===== src/verilog/rfcs_defs.vh =====
// Purpose: Register map, field positions and reset values of the converter
// Assumes: Word addressed plain register port, 8-bit address
// Notes:   Offsets are register indexes on the local port
`ifndef RFCS_DEFS_VH
`define RFCS_DEFS_VH
// ==========================================================================
// Register indexes
`define RFCS_ADDR_CTL   8'h00
`define RFCS_ADDR_TRG   8'h01
`define RFCS_ADDR_MC    8'h02
`define RFCS_ADDR_TC    8'h03
`define RFCS_ADDR_IMSK  8'h04
`define RFCS_ADDR_IFLG  8'h05
`define RFCS_ADDR_CLK   8'h06
// ==========================================================================
// Control register fields
`define RFCS_CTL_EN     0
`define RFCS_CTL_CHANNEL_SELECT  1
`define RFCS_CTL_MODE_L 4
`define RFCS_CTL_MODE_H 5
`define RFCS_CTL_EXT    6
`define RFCS_CTL_CONT   7
// Trigger register fields
`define RFCS_TRG_REF    0
`define RFCS_TRG_SA     1
`define RFCS_TRG_SB     2
// Flag and mask fields
`define RFCS_IF_REF     0
`define RFCS_IF_SA      1
`define RFCS_IF_SB      2
`define RFCS_IF_OVMC    3
`define RFCS_IF_OVTC    4
// Clock register fields
`define RFCS_CLK_EN     0
// ==========================================================================
// Reset values
`define RFCS_RST_CTL    8'h00
`define RFCS_RST_MASK   5'h00
`define RFCS_RST_CNT    24'h000000
`define RFCS_CNT_MAX    24'hffffff
`endif


===== src/verilog/rfcs_edge.v =====
// Purpose: Rising edge detector for a count clock sampled on CLK
// Assumes: Input already synchronous to clk
// Notes:   One-cycle pulse per rising edge
`timescale 1ns/100ps
`default_nettype none
module rfcs_edge (
  input  wire clk,
  input  wire rst_b,
  input  wire din,
  output wire rise
);
  reg din_r;
  always @(posedge clk) begin
    if (!rst_b) begin
      din_r <= 1'b0;
    end else begin
      din_r <= din;
    end
  end
  assign rise = din & ~din_r;
endmodule // rfcs_edge
`default_nettype wire


===== src/verilog/rfcs_cnt.v =====
// Purpose: 24-bit presettable up/down counter with wrap and zero pulses
// Assumes: Load has priority over counting
// Notes:   wrap pulses on an up count from all ones to zero
`timescale 1ns/100ps
`default_nettype none
`include "rfcs_defs.vh"
module rfcs_cnt #(
  parameter W = 24
) (
  input  wire         clk,
  input  wire         rst_b,
  input  wire         load,
  input  wire [W-1:0] load_val,
  input  wire         step,
  input  wire         down,
  output reg  [W-1:0] cnt_r,
  output wire         wrap,
  output wire         hit_zero
);
  wire [W-1:0] all_ones = {W{1'b1}};
  wire [W-1:0] one      = {{(W-1){1'b0}}, 1'b1};
  assign wrap     = step & ~down & (cnt_r == all_ones);
  assign hit_zero = step & down & (cnt_r == one);
  always @(posedge clk) begin
    if (!rst_b) begin
      cnt_r <= {W{1'b0}};
    end else if (load) begin
      cnt_r <= load_val;
    end else if (step) begin
      cnt_r <= down ? cnt_r - one : cnt_r + one;
    end
  end
endmodule // rfcs_cnt
`default_nettype wire


===== src/verilog/rfcs_top.v =====
// Purpose: Conversion sequencer and interrupt logic of an R/F converter
// Assumes: CR clocks and count clock are slow enough to sample on CLK
// Notes:   Registers on a plain strobe port, read data one cycle later
//
// Contract
// - Only the selected channel oscillates; never both channels at once.
// - Channel select zero picks channel 0 at reset, one picks channel 1.
// - No conversion runs while the converter enable bit is clear.
// - Reference start counts measurement up from preset, time base up.
// - Any counter wrap during reference clears its start bit and stops.
// - Measurement wrap ending reference sets the reference done flag.
// - Time base wrap ending reference sets the time base overflow flag.
// - Sensor start counts measurement up, time base down from preset.
// - Time base zero or measurement wrap stops sensor, clearing start.
// - Time base zero sets the done flag of the started sensor.
// - Measurement wrap ending sensor sets measurement overflow flag.
// - Writing zero to running start bit aborts; counters hold values.
// - External clock input uses the same start, count and stop sequence.
// - One shared interrupt request line carries all five causes.
// - Each cause has a mask bit, clear at reset, gating the request.
// - Request rises in the same cycle its enabled flag is set.
// - Flags clear by writing one and stay set until cleared.
// - Continuous oscillation enable suppresses all automatic stops.
// - Time base counts the count clock only while its enable is one.
`timescale 1ns/100ps
`default_nettype none
`include "rfcs_defs.vh"
module rfcs_top #(
  parameter CW = 24
) (
  input  wire          CLK,
  input  wire          RST_B,
  input  wire [7:0]    ADDR,
  input  wire [31:0]   WDATA,
  input  wire          WR,
  input  wire          RD,
  output reg  [31:0]   RDATA,
  input  wire          CR_OSCILLATION_CLOCK,
  input  wire          EXT_INPUT_CLOCK,
  input  wire          COUNT_CLOCK,
  output reg           CH0_REF_OSC_EN,
  output reg           CH0_SEN_A_OSC_EN,
  output reg           CH0_SEN_B_OSC_EN,
  output reg           CH1_REF_OSC_EN,
  output reg           CH1_SEN_A_OSC_EN,
  output reg           CH1_SEN_B_OSC_EN,
  output reg  [1:0]    OSCILLATION_MODE_SELECT,
  output reg           INTERRUPT_REQUEST
);
  // ========================================================================
  // Register state
  reg [7:0]    ctl_r;
  reg          clk_en_r;
  reg [2:0]    trg_r;
  reg [2:0]    trg_nxt;
  reg [4:0]    imsk_r;
  reg [4:0]    iflg_r;
  reg [4:0]    iflg_nxt;
  wire [CW-1:0] mc_val;
  wire [CW-1:0] tc_val;

  wire converter_enable    = ctl_r[`RFCS_CTL_EN];
  wire channel_select      = ctl_r[`RFCS_CTL_CHANNEL_SELECT];
  wire event_mode          = ctl_r[`RFCS_CTL_EXT];
  wire continuous_osc_en   = ctl_r[`RFCS_CTL_CONT];

  wire wr_ctl  = WR & (ADDR == `RFCS_ADDR_CTL);
  wire wr_trg  = WR & (ADDR == `RFCS_ADDR_TRG);
  wire wr_mc   = WR & (ADDR == `RFCS_ADDR_MC);
  wire wr_tc   = WR & (ADDR == `RFCS_ADDR_TC);
  wire wr_imsk = WR & (ADDR == `RFCS_ADDR_IMSK);
  wire wr_iflg = WR & (ADDR == `RFCS_ADDR_IFLG);
  wire wr_clk  = WR & (ADDR == `RFCS_ADDR_CLK);

  // ========================================================================
  // Count clock edges
  wire src_clk = event_mode ? EXT_INPUT_CLOCK : CR_OSCILLATION_CLOCK;
  wire src_rise;
  wire count_clock_rise;
  rfcs_edge u_mc_edge (
    .clk   (CLK),
    .rst_b (RST_B),
    .din   (src_clk),
    .rise  (src_rise)
  );
  rfcs_edge u_tc_edge (
    .clk   (CLK),
    .rst_b (RST_B),
    .din   (COUNT_CLOCK),
    .rise  (count_clock_rise)
  );

  // ========================================================================
  // Sequencing
  wire ref_run    = trg_r[`RFCS_TRG_REF];
  wire sen_a_run  = trg_r[`RFCS_TRG_SA];
  wire sen_b_run  = trg_r[`RFCS_TRG_SB];
  wire sen_run    = sen_a_run | sen_b_run;
  wire running    = (ref_run | sen_run) & converter_enable;
  wire mc_step    = running & src_rise;
  wire tc_step    = running & count_clock_rise & clk_en_r;
  wire tc_down    = sen_run;
  wire mc_wrap;
  wire tc_wrap;
  wire tc_zero;

  rfcs_cnt #(.W(CW)) u_mc (
    .clk      (CLK),
    .rst_b    (RST_B),
    .load     (wr_mc),
    .load_val (WDATA[CW-1:0]),
    .step     (mc_step),
    .down     (1'b0),
    .cnt_r    (mc_val),
    .wrap     (mc_wrap),
    .hit_zero ()
  );
  rfcs_cnt #(.W(CW)) u_tc (
    .clk      (CLK),
    .rst_b    (RST_B),
    .load     (wr_tc),
    .load_val (WDATA[CW-1:0]),
    .step     (tc_step),
    .down     (tc_down),
    .cnt_r    (tc_val),
    .wrap     (tc_wrap),
    .hit_zero (tc_zero)
  );

  // Automatic stop events, none while continuous mode is on
  wire auto_ok    = ~continuous_osc_en;
  wire ref_mc_end = ref_run & mc_wrap & auto_ok;
  wire ref_tc_end = ref_run & tc_wrap & auto_ok;
  wire sen_tc_end = sen_run & tc_zero & auto_ok;
  wire sen_mc_end = sen_run & mc_wrap & auto_ok;
  wire stop_ev    = ref_mc_end | ref_tc_end | sen_tc_end | sen_mc_end;

  always @* begin
    trg_nxt = trg_r;
    if (wr_trg) begin
      // One start bit at a time, priority to the reference
      if (WDATA[`RFCS_TRG_REF]) begin
        trg_nxt = 3'h1;
      end else if (WDATA[`RFCS_TRG_SA]) begin
        trg_nxt = 3'h2;
      end else if (WDATA[`RFCS_TRG_SB]) begin
        trg_nxt = 3'h4;
      end else begin
        trg_nxt = 3'h0;
      end
    end
    if (stop_ev) begin
      trg_nxt = 3'h0;
    end
    if (!converter_enable) begin
      trg_nxt = 3'h0;
    end
  end

  // ========================================================================
  // Flags: hardware set wins over a write-one clear
  wire [4:0] flag_set;
  assign flag_set[`RFCS_IF_REF]  = ref_mc_end;
  assign flag_set[`RFCS_IF_SA]   = sen_tc_end & sen_a_run;
  assign flag_set[`RFCS_IF_SB]   = sen_tc_end & sen_b_run;
  assign flag_set[`RFCS_IF_OVMC] = sen_mc_end;
  assign flag_set[`RFCS_IF_OVTC] = ref_tc_end;
  wire [4:0] flag_clr = wr_iflg ? WDATA[4:0] : 5'h00;

  always @* begin
    iflg_nxt = (iflg_r & ~flag_clr) | flag_set;
  end

  // ========================================================================
  // Registers
  always @(posedge CLK) begin
    if (!RST_B) begin
      ctl_r    <= `RFCS_RST_CTL;
      clk_en_r <= 1'b0;
      trg_r    <= 3'h0;
      imsk_r   <= `RFCS_RST_MASK;
      iflg_r   <= 5'h00;
    end else begin
      if (wr_ctl) begin
        ctl_r <= {WDATA[7:4], 2'b00, WDATA[1:0]};
      end
      if (wr_clk) begin
        clk_en_r <= WDATA[`RFCS_CLK_EN];
      end
      if (wr_imsk) begin
        imsk_r <= WDATA[4:0];
      end
      trg_r  <= trg_nxt;
      iflg_r <= iflg_nxt;
    end
  end

  // ========================================================================
  // Oscillator enables and interrupt
  wire ref_nxt = trg_nxt[`RFCS_TRG_REF];
  wire sa_nxt  = trg_nxt[`RFCS_TRG_SA];
  wire sb_nxt  = trg_nxt[`RFCS_TRG_SB];
  wire ch_nxt  = wr_ctl ? WDATA[`RFCS_CTL_CHANNEL_SELECT] : channel_select;
  wire irq_nxt = |(iflg_nxt & imsk_r);

  always @(posedge CLK) begin
    if (!RST_B) begin
      CH0_REF_OSC_EN          <= 1'b0;
      CH0_SEN_A_OSC_EN        <= 1'b0;
      CH0_SEN_B_OSC_EN        <= 1'b0;
      CH1_REF_OSC_EN          <= 1'b0;
      CH1_SEN_A_OSC_EN        <= 1'b0;
      CH1_SEN_B_OSC_EN        <= 1'b0;
      OSCILLATION_MODE_SELECT <= 2'h0;
      INTERRUPT_REQUEST       <= 1'b0;
    end else begin
      CH0_REF_OSC_EN          <= ref_nxt & ~ch_nxt;
      CH0_SEN_A_OSC_EN        <= sa_nxt & ~ch_nxt;
      CH0_SEN_B_OSC_EN        <= sb_nxt & ~ch_nxt;
      CH1_REF_OSC_EN          <= ref_nxt & ch_nxt;
      CH1_SEN_A_OSC_EN        <= sa_nxt & ch_nxt;
      CH1_SEN_B_OSC_EN        <= sb_nxt & ch_nxt;
      OSCILLATION_MODE_SELECT <= wr_ctl ? WDATA[5:4] :
                                 ctl_r[`RFCS_CTL_MODE_H:`RFCS_CTL_MODE_L];
      INTERRUPT_REQUEST       <= irq_nxt;
    end
  end

  // ========================================================================
  // Read port, unmapped reads return zero
  always @(posedge CLK) begin
    if (!RST_B) begin
      RDATA <= 32'h00000000;
    end else if (RD) begin
      case (ADDR)
        `RFCS_ADDR_CTL:  RDATA <= {24'h000000, ctl_r};
        `RFCS_ADDR_TRG:  RDATA <= {29'h00000000, trg_r};
        `RFCS_ADDR_MC:   RDATA <= {8'h00, mc_val};
        `RFCS_ADDR_TC:   RDATA <= {8'h00, tc_val};
        `RFCS_ADDR_IMSK: RDATA <= {27'h0000000, imsk_r};
        `RFCS_ADDR_IFLG: RDATA <= {27'h0000000, iflg_r};
        `RFCS_ADDR_CLK:  RDATA <= {31'h00000000, clk_en_r};
        default:         RDATA <= 32'h00000000;
      endcase
    end else begin
      RDATA <= 32'h00000000;
    end
  end
endmodule // rfcs_top
`default_nettype wire


===== config.mk =====
export PLATFORM = sky130hd
export DESIGN_NAME = rfcs_top
export DESIGN_NICKNAME = d
export VERILOG_FILES = /design/src/verilog/rfcs_edge.v /design/src/verilog/rfcs_cnt.v /design/src/verilog/rfcs_top.v
export VERILOG_INCLUDE_DIRS = /design/src /design/src/verilog
export SDC_FILE = /design/constraint.sdc
export NUM_CORES = 1
export LEC_CHECK = 0
export ABC_CLOCK_PERIOD_IN_PS = 2900
export BUFFER_PORTS_ARGS = -buffer_cell sky130_fd_sc_hd__buf_4
export CORE_MARGIN = 2
export CORE_UTILIZATION = 59
export CTS_BUF_LIST = sky130_fd_sc_hd__clkbuf_4
export CTS_CLUSTER_SIZE = 14
export DETAILED_ROUTE_END_ITERATION = 10
export GPL_TIMING_DRIVEN = 0
export PLACE_DENSITY_LB_ADDON = 0.2
export SLEW_MARGIN = 10
export SYNTH_ARGS = -nofsm -noshare
export SYNTH_HDL_FRONTEND = slang
export SYNTH_SLANG_ARGS = --single-unit

===== constraint.sdc =====
create_clock -name CLK -period 2.9 [get_ports CLK]
set_clock_uncertainty 0.2 [all_clocks]
set_input_delay 0.145 -clock CLK [delete_from_list [all_inputs] [get_ports CLK]]
set_output_delay 0.145 -clock CLK [all_outputs]
set_load 0.05 [all_outputs]

# Word level (Yosys, flattened, before mapping)
# Index checks and enable logic that the tools add are counted.
# op_classes
addsub,3
bitwise_logic,48
n_mux,16
reduce_logical,5
n_eq_ne,9
# ops
operator,n
$pmux W24 S7,1
$mux W24,5
$add A24 B1 Y24 const B,2
$eq A24 B24 Y1 const B,2
$and A1 B1 Y1,34
$eq A24 B1 Y1 const B,1
$eq A8 B3 Y1 const B,3
$sub A24 B1 Y24 const B,1
$mux W3,6
$eq A8 B2 Y1 const B,2
$and A5 B5 Y5,2
$eq A8 B1 Y1 const B,1
$logic_not A8 Y1,1
$mux W5,1
$not A1 Y1,5
$not A5 Y5,1
$or A1 B1 Y1,5
$or A5 B5 Y5,1
$reduce_or A5 Y1,1
$reduce_bool A2 Y1,2
$mux W1,2
$mux W2,1
$reduce_and A2 Y1,1
# totals
output_inout_bits,41
wordCells,99
register_bits,111

# Depth between registers and ports, before layout
# Gate-level depths: netlist of run 1.
# logic_depth
word_depth,15
depth_mapped,8
depth_no_buf,8

# Hierarchy
# From an unflattened synthesis of run 1, not the netlist that was laid out.
# unflattened
hier_cells,774
hier_area_um2,6366.1
# modules_own_cells
module,seq_area_each_um2,n_inst,cells_per_inst,area_each_um2
rfcs_cnt,480.5,2,259,1948.1
rfcs_top,1061.0,1,250,2389.8
rfcs_edge,20.0,2,3,40.0

# Least setup slack after synthesis of run 1
# Ideal clock, no wire load.
# synth_timing
kind,register to register
startpoint,register trg_r[1]
endpoint,register CH1_REF_OSC_EN
t_arrival_ns,1.974
setup_time_ns,0.130
required_time_ns,2.570
path_buffers,2
setup_slack_ns,0.597
path_stages_with_launch,9
path_cell_list,dfxtp_1 > buf_2 > o31a_1 > nor3b_4 > nand4_2 > nor4_1 > or4_1 > buf_4 > nor3_1
# synth_via
elab_chain_len,15
elab_cells_between_ends,26
cone_classes,mux: 2; bitwise: 24
# synth_rtl
item,line,source
start: declaration,rfcs_top.v:54,reg [2:0] trg_r;
start signal: assignment,rfcs_top.v:193,trg_r <= trg_nxt;
$or A1 B1 Y1 (*),rfcs_top.v:98,wire sen_run = sen_a_run | sen_b_run;
$or A1 B1 Y1,rfcs_top.v:99,wire running = (ref_run | sen_run) & converter_enable;
$and A1 B1 Y1,rfcs_top.v:99,
$and A1 B1 Y1 (2 in a row),rfcs_top.v:101,wire tc_step = running & count_clock_rise & clk_en_r;
$and A1 B1 Y1 (2 in a row),rfcs_cnt.v:22,assign wrap = step & ~down & (cnt_r == all_ones);
$and A1 B1 Y1 (2 in a row),rfcs_top.v:133,wire ref_tc_end = ref_run & tc_wrap & auto_ok;
$or A1 B1 Y1 (2 in a row),rfcs_top.v:136,wire stop_ev = ref_mc_end | ref_tc_end | sen_tc_end | sen_mc_end;
$or A1 B1 Y1 (*),rfcs_top.v:136,
$mux W3 (*),rfcs_top.v:152,if (stop_ev) begin
$mux W3 (*),rfcs_top.v:155,if (!converter_enable) begin
$and A1 B1 Y1 (*),rfcs_top.v:220,CH1_REF_OSC_EN <= ref_nxt & ch_nxt;
end signal: assignment,rfcs_top.v:220,
end: declaration,rfcs_top.v:44,"output reg CH1_REF_OSC_EN,"
# Every way passes the cells marked *; elsewhere a longest branch is shown, timed or not.
# A chain may end at the register's enable or synchronous reset.

# Final worst setup path of run 1
# layout_timing
startpoint,register u_tc.cnt_r[8]
endpoint,register u_tc.cnt_r[22]
# layout_via
elab_chain_len,4
elab_cells_between_ends,5
cone_classes,add/sub: 2; mux: 3
# layout_rtl
item,line,source
start: declaration,rfcs_cnt.v:16,"output reg [W-1:0] cnt_r,"
start signal: assignment,rfcs_cnt.v:26,cnt_r <= {W{1'b0}};
start signal: assignment,rfcs_cnt.v:28,cnt_r <= load_val;
start signal: assignment,rfcs_cnt.v:30,cnt_r <= down ? cnt_r - one : cnt_r + one;
$add A24 B1 Y24 / $sub A24 B1 Y24 (equally long branches),rfcs_cnt.v:30,
$mux W24 (*),rfcs_cnt.v:30,
$mux W24 (*),rfcs_cnt.v:29,end else if (step) begin
$mux W24 (*),rfcs_cnt.v:27,end else if (load) begin
# Every way passes the cells marked *; elsewhere a longest branch is shown, timed or not. The select of a mux whose other input is x is not followed.

==> results of run 1 <==
## synth_stat cells (3+ instances only)
master / count / area share (%)
or4_1: 4 / 0.57
a21oi_1: 55 / 5.2
buf_4: 10 / 1.4
inv_1: 9 / 0.64
nand4_1: 10 / 1.2
o22ai_1: 3 / 0.35
nand2_1: 44 / 3.1
and4_1: 7 / 1.2
o21ai_0: 40 / 3.8
nor2_1: 78 / 5.5
a211oi_1: 16 / 2.3
nor3b_1: 4 / 0.57
nand3_1: 25 / 2.4
buf_1: 4 / 0.28
dfxtp_1: 103 / 39
a31oi_1: 6 / 0.71
clkbuf_1: 33 / 2.3
xor2_1: 19 / 3.1
a22oi_1: 21 / 3.0
or3_1: 5 / 0.59
mux2i_1: 19 / 3.6
and3_1: 9 / 1.1
xnor2_1: 27 / 4.5
ha_1: 4 / 0.94
a222oi_1: 3 / 0.57
nand4b_1: 3 / 0.49
nor3_1: 24 / 2.3
buf_2: 5 / 0.47
nor4_1: 10 / 1.2
and2_1: 6 / 0.71
## per-layer routing
layer	vias up	global-route usage (%)	wire, µm
met5	-	0	0
met4	0	8.96	398
met3	55	8.16	2000
met2	353	52.7	7620
met1	2551	45.0	6680
li1	2568	-	-
## power by group
| part | switching [µW] | internal (µW) |
|---|---|---|
| logic | 118 | 87.2 |
| registers | 3.52 | 1420 |
| clock network | 512 | 188 |
| total | 634 | 1700 |
## state kept, by name, summed over array words and instances (netlist names)
name                     count
CH1_SEN_A_OSC_EN             1
CH0_SEN_B_OSC_EN             1
u_tc_edge.din_r              1
clk_en_r                     1
CH1_REF_OSC_EN               1
imsk_r                       5
CH0_SEN_A_OSC_EN             1
iflg_r                       5
CH1_SEN_B_OSC_EN             1
ctl_r                        6
INTERRUPT_REQUEST            1
u_tc.cnt_r                  24
OSCILLATION_MODE_SELECT      2
u_mc.cnt_r                  24
RDATA                       24
u_mc_edge.din_r              1
CH0_REF_OSC_EN               1
trg_r                        3
## worst min-delay path by stage
stage / endpoint / slack, ns / cells after the start
CTS: clk_en_r$_SDFFE_PN0P_ / 0.05 / 6
detailed placement: u_tc_edge.din_r$_SDFF_PN0_ / 0.20 / 2
global placement: u_tc_edge.din_r$_SDFF_PN0_ / 0.17 / 2
floorplan: u_tc_edge.din_r$_SDFF_PN0_ / 0.07 / 1
global route: RDATA[3]$_SDFF_PN0_ / 0.12 / 5
finish: u_mc.cnt_r[5]$_SDFFE_PN0P_ / 0.07 / 5
## cell type report
cell class,count,area [µm²]
Multi-Input combinational cell,486,3030
Fill cell,656,2140
Sequential cell,103,2060
Timing Repair Buffer,113,953
Buffer,52,246
Tap cell,108,135
Clock buffer,9,67.6
Clock inverter,7,55.1
Inverter,10,37.5
## per-stage QoR
step | hold slack (ns) | instance area (µm²)
6_report | 0.0723 | 6580
2_1_floorplan | 0.0667 | 5340
4_1_cts | 0.0453 | 6540
3_3_place_gp | 0.169 | 5980
3_5_place_dp | 0.197 | 5980
5_1_grt | 0.116 | 6580
## worst reg2reg max path, cell delays in order, from the launching register on
cell and delay [ns]:
dfxtp_1 0.32, buf_2 0.17, nor4_1 0.61, nand4_1 0.25, a211oi_1 0.61, o21ai_0 0.24
xor2_1 0.19, a21oi_1 0.14
## cells by family (layout without fill, tap and decap cells)
family,after synthesis,in the layout,synth area share (%)
other,1,8,0.0706
AOI/OAI and AO/OA,157,157,18.0
DFF,103,103,38.8
adders and majority gates,4,4,0.942
muxes,22,22,4.43
and+or+nand+nor,249,249,24.7
xor gates and xnor gates,46,46,7.59
buffers and inverters,63,191,5.42
## placed cells by master (no fill, tap or decap), types with 3 or more instances in the layout
cell	instances
or3_1	5
nor3b_1	4
conb_1	8
xor2_1	19
nor4_1	7
a31oi_1	6
mux2i_1	19
or4_1	4
and4_1	7
ha_1	4
a22oi_1	21
clkbuf_1	32
dlygate4sd3_1	42
and2_1	6
buf_1	4
and3_1	8
nand2_1	44
nand4_1	10
nor2_1	78
clkbuf_4	9
a211oi_1	16
nand3_1	25
a21oi_1	55
o22ai_1	3
nand4b_1	3
inv_1	9
xnor2_1	27
buf_2	5
a222oi_1	3
dfxtp_1	102
o21ai_0	40
nor4_4	3
buf_4	81
nor3_1	24
## timing repair
item	CTS	global route
setup endpoints to repair	12	15
buffers inserted	0	3
gates resized for setup	2	4
hold buffers	42	0
hold endpoints to repair	77	0
==> qor.csv, run 1 <==
metric,value,unit
status,finished clean,
critPathLaunch,u_tc.cnt_r[8]$_SDFFE_PN0P_,
crit_end,u_tc.cnt_r[22]$_SDFFE_PN0P_,
p_leak,0.00233,µW
cts.sinks,103,
cts_buffers,9,
seq_area_frac_synth,38.8,%
synth_cell_types,63,
finalSetupViolations,0,
gp_congestion,0.986,
hold_path_class,input port to flop,
worstHoldStart,ADDR[0],
die_area,0.00978,mm²
clk_pin_slew,0.18,ns
fin_nets,826,
grt_first_pass_wirelength,25.8,mm
syn2layout_area_growth,24.0,%
drc,0,
grt_max_degree,19,
power.density,354,mW/mm²
worst-path-max-fanout,8,
end_kind,flop,
drt_first_pass_iters,6,
wl_per_cell,18.8,µm
cts_tree,done,
fp.dieH,98.9,µm
root_buffer,clkbuf_4,
synthFlopType,dfxtp_1,
path_delay_family,compound AO/OA/AOI/OAI gates,
finalCritPeriodShare,95.1,%
report.final.slew_viol_count,0,
htreeDepth,3,
min_period,2.76,ns
fp.dieW,98.9,µm
reg2reg_slack,0.14,ns
pre_cts_ws,-0.233,ns
tns,0,ns
power,2330,µW
hold_viol,0,
grt_overflow,0,
rr_startpoint,u_tc.cnt_r[8]$_SDFFE_PN0P_,
required,3.11,ns
path_class,flop to flop,
tightestPinTransition,1.22,ns
drive_gt1_share,15.9,%
dp.cells,828,
grt_antenna_before_repair,0,
viasPerCell,6.22,
slowest_delay,0.61,ns
slew_headroom,18.3,%
utilization,75.5,%
place.port_buffers,68,
cp.depth,7,
final_antenna_net_count,0,
core-area,0.00872,mm²
ys_seq_elements,103,
crit_slowest_cell,a211oi_1,
syn_inst,645,
cp-start-kind,flop,
cp.arrival,2.97,ns
synth_edf_count,0,
ir_worst_vdd,257,µV
stdcell_count,888,
rr_endpoint,u_tc.cnt_r[22]$_SDFFE_PN0P_,
routed_wl,16.7,mm
fp-row-count,34,
cts_buffer_depth,2,
drtIter0Drc,603,
path_buf_inv,1,
cp_cell_sequence,buf_2 > nor4_1 > nand4_1 > a211oi_1 > o21ai_0 > xor2_1 > a21oi_1,
rsz0062_at_grt,false,
max-cap-violations,0,
place_hpwl,11.7,mm
synth-async-reset-ratio,0,%
grt_pass1_vias,5080,
worstSkewPairLatency,0.46,ns
avgSynthCellArea,8.23,µm²
grt.total_usage,33.1,%
yosys_warnings,0,
via_count,5527,
io_pins,88,
num_antenna_cells,0,
setup_ws,0.141,ns
syn_area,0.00531,mm²
initial_core_util,60.9,%
fmax,363,MHz
reg2reg_depth,7,
Note: power is estimated with default switching activity, not from simulation.
==> inputs of run 2 (changes only) <==
CORE_UTILIZATION = 60   (was 59)
GPL_TIMING_DRIVEN = 1   (was 0)
SYNTH_HIERARCHICAL = 1   (was not set)
==> run 2 against run 1 <==
Compared with the run above: die area up 17%; flip-flop and latch count unchanged; worst setup slack worse by 0.082 ns; synthesized cell count up 20%; clock power up 4.4%; design area up 17%; clock-buffer cell count unchanged; area after synthesis up 19%; register-to-register slack worse by 0.08 ns; final cell count up 17%; power up 5.7%; combinational power up 42%; critical endpoint is now u_mc/cnt_r[14]$_SDFFE_PN0P_; largest cell class unchanged; largest power group unchanged.
==> qor.csv, run 2 <==
metric,value,unit
drt_first_pass_iters,5,
stdcell_count,1038,
fp-row-count,37,
power.internal,1730,µW
end_kind,flop,
drive_gt1_share,19.3,%
final_common_cell,buf_4,
clkPwrFrac,29.7,%
grt_first_pass_wirelength,32.8,mm
syn_area,0.00634,mm²
status,finished clean,
io_pins,88,
design_area,0.00772,mm²
drc,0,
grt_overflow,0,
num_antenna_cells,0,
via_count,6685,
pre_cts_ws,0.148,ns
grt_antenna_before_repair,0,
path_class,flop to flop,
fp.dieW,107,µm
yosys_warnings,6,
routed_wl,20.9,mm
grt.total_usage,36.9,%
rr_endpoint,u_mc/cnt_r[14]$_SDFFE_PN0P_,
viasPerCell,6.44,
power_frac_comb,11.9,%
final_cell_mix,"119 x buf_4, 103 x dfxtp_1, 91 x nor2_1, 48 x o21ai_0, 42 x dlygate4sd3_1",
htreeDepth,3,
clk_pin_slew,0.17,ns
place_hpwl,14.8,mm
final_antenna_net_count,0,
syn2layout_area_growth,21.8,%
cts.sinks,103,
min_path_cells,5,
max-cap-violations,0,
reg.largest.list,"RDATA (24), u_mc/cnt_r (24), u_tc/cnt_r (24)",
place.port_buffers,71,
rsz0062_at_grt,false,
p_switching,727,µW
cp.arrival,3.13,ns
cts_tree,done,
cp_cell_sequence,mux2_2 > nor2b_4 > o311a_1 > inv_1 > buf_4 > nor2_1 > a32oi_2 > nand4_1 > o211ai_1 > dlygate4sd3_1,
p_leak,0.00299,µW
syn_inst,771,
gp_congestion,0.981,
core-area,0.0103,mm²
hold_path_class,input port to flop,
fin_nets,949,
ir_worst_vdd,348,µV
slew_headroom,57.8,%
finalSetupViolations,0,
setup_ws,0.0598,ns
slowest_delay,0.56,ns
reg2reg_depth,10,
die_area,0.0114,mm²
utilization,75.1,%
power.density,319,mW/mm²
cp-start-kind,flop,
grt_pass1_vias,6355,
tns,0,ns
min_period,2.84,ns
wl_per_cell,20.2,µm
initial_core_util,61.7,%
fp.dieH,107,µm
worstHoldStart,ADDR[6],
grt_max_degree,55,
crit_slowest_cell,dlygate4sd3_1,
worst-path-max-fanout,15,
dp.cells,980,
rr_startpoint,ctl_r[6]$_SDFFE_PN0P_,
report.final.slew_viol_count,0,
min_to,RDATA[3]$_SDFF_PN0_,
cts_buffer_depth,2,
avgSynthCellArea,8.22,µm²
root_buffer,clkbuf_4,
finalCritPeriodShare,97.9,%
postCtsSetupBuffers,0,
reg2reg_slack,0.06,ns
hold_viol,0,
fmax,352,MHz
drtIter0Drc,765,
place_area,0.00715,mm²
worstSkewPairLatency,0.53,ns
power_frac_seq,58.4,%
cts_buffers,9,
swShare,29.5,%
required,3.19,ns
tightestPinTransition,0.629,ns
==> run 2: through the flow <==
step,total power (µW),hold WS (ns)
2_1_floorplan,1610,0.0667
3_3_place_gp,1700,0.164
3_5_place_dp,1700,0.170
4_1_cts,2440,0.0273
5_1_grt,2530,0.0542
6_report,2460,0.0278
==> run 2: area by class of cell <==
type | count | area (µm²)
tap | 136 | 170
sequential | 103 | 2060
multi-input combinational | 591 | 3930
timing repair buffer | 161 | 1310
clock inverter | 7 | 55.1
fill | 801 | 2560
inverter | 31 | 116
clock buffer | 9 | 67.6
==> run 2: routing by layer <==
layer	track usage (%)	wire, µm	vias to the layer above
met3	7.36	1890	51
met2	59.6	9860	350
met4	12.8	510	0
met5	0	0	-
li1	-	-	3104
met1	49.1	8680	3180
==> run 2: worst max path at each step <==
stage	end	startpoint
global placement	u_tc/cnt_r[19]$_SDFFE_PN0P_	ADDR[5]
floorplan	u_tc/cnt_r[19]$_SDFFE_PN0P_	ADDR[5]
global route	u_mc/cnt_r[14]$_SDFFE_PN0P_	ctl_r[6]$_SDFFE_PN0P_
finish	u_mc/cnt_r[14]$_SDFFE_PN0P_	ctl_r[6]$_SDFFE_PN0P_
CTS	u_mc/cnt_r[14]$_SDFFE_PN0P_	ctl_r[6]$_SDFFE_PN0P_
detailed placement	u_tc/cnt_r[19]$_SDFFE_PN0P_	ADDR[5]
==> run 2: power groups by stage <==
| stage | Sequential, µW | Clock (µW) | Combinational (µW) |
|---|---|---|---|
| after floorplan | 1460 | 0 | 148 |
| after global placement | 1470 | 0 | 231 |
| after detailed placement | 1470 | 0 | 236 |
| after CTS | 1440 | 728 | 276 |
| after global routing | 1440 | 781 | 307 |
| final | 1440 | 732 | 292 |
==> run 2: worst max-delay path, delay by kind of cell (launching register included) <==
family	cells	cell delay, ns
compound gates	3	0.57
flops	1	0.40
simple gates	3	0.39
buf+inv	3	0.88
mux	1	0.37
==> run 2: repair_timing <==
action / in CTS / in global routing
endpoints found under the setup margin: 0 / 9
endpoints found under the hold margin: 84 / 0
hold buffers: 42 / 0
resized for setup: 0 / 4
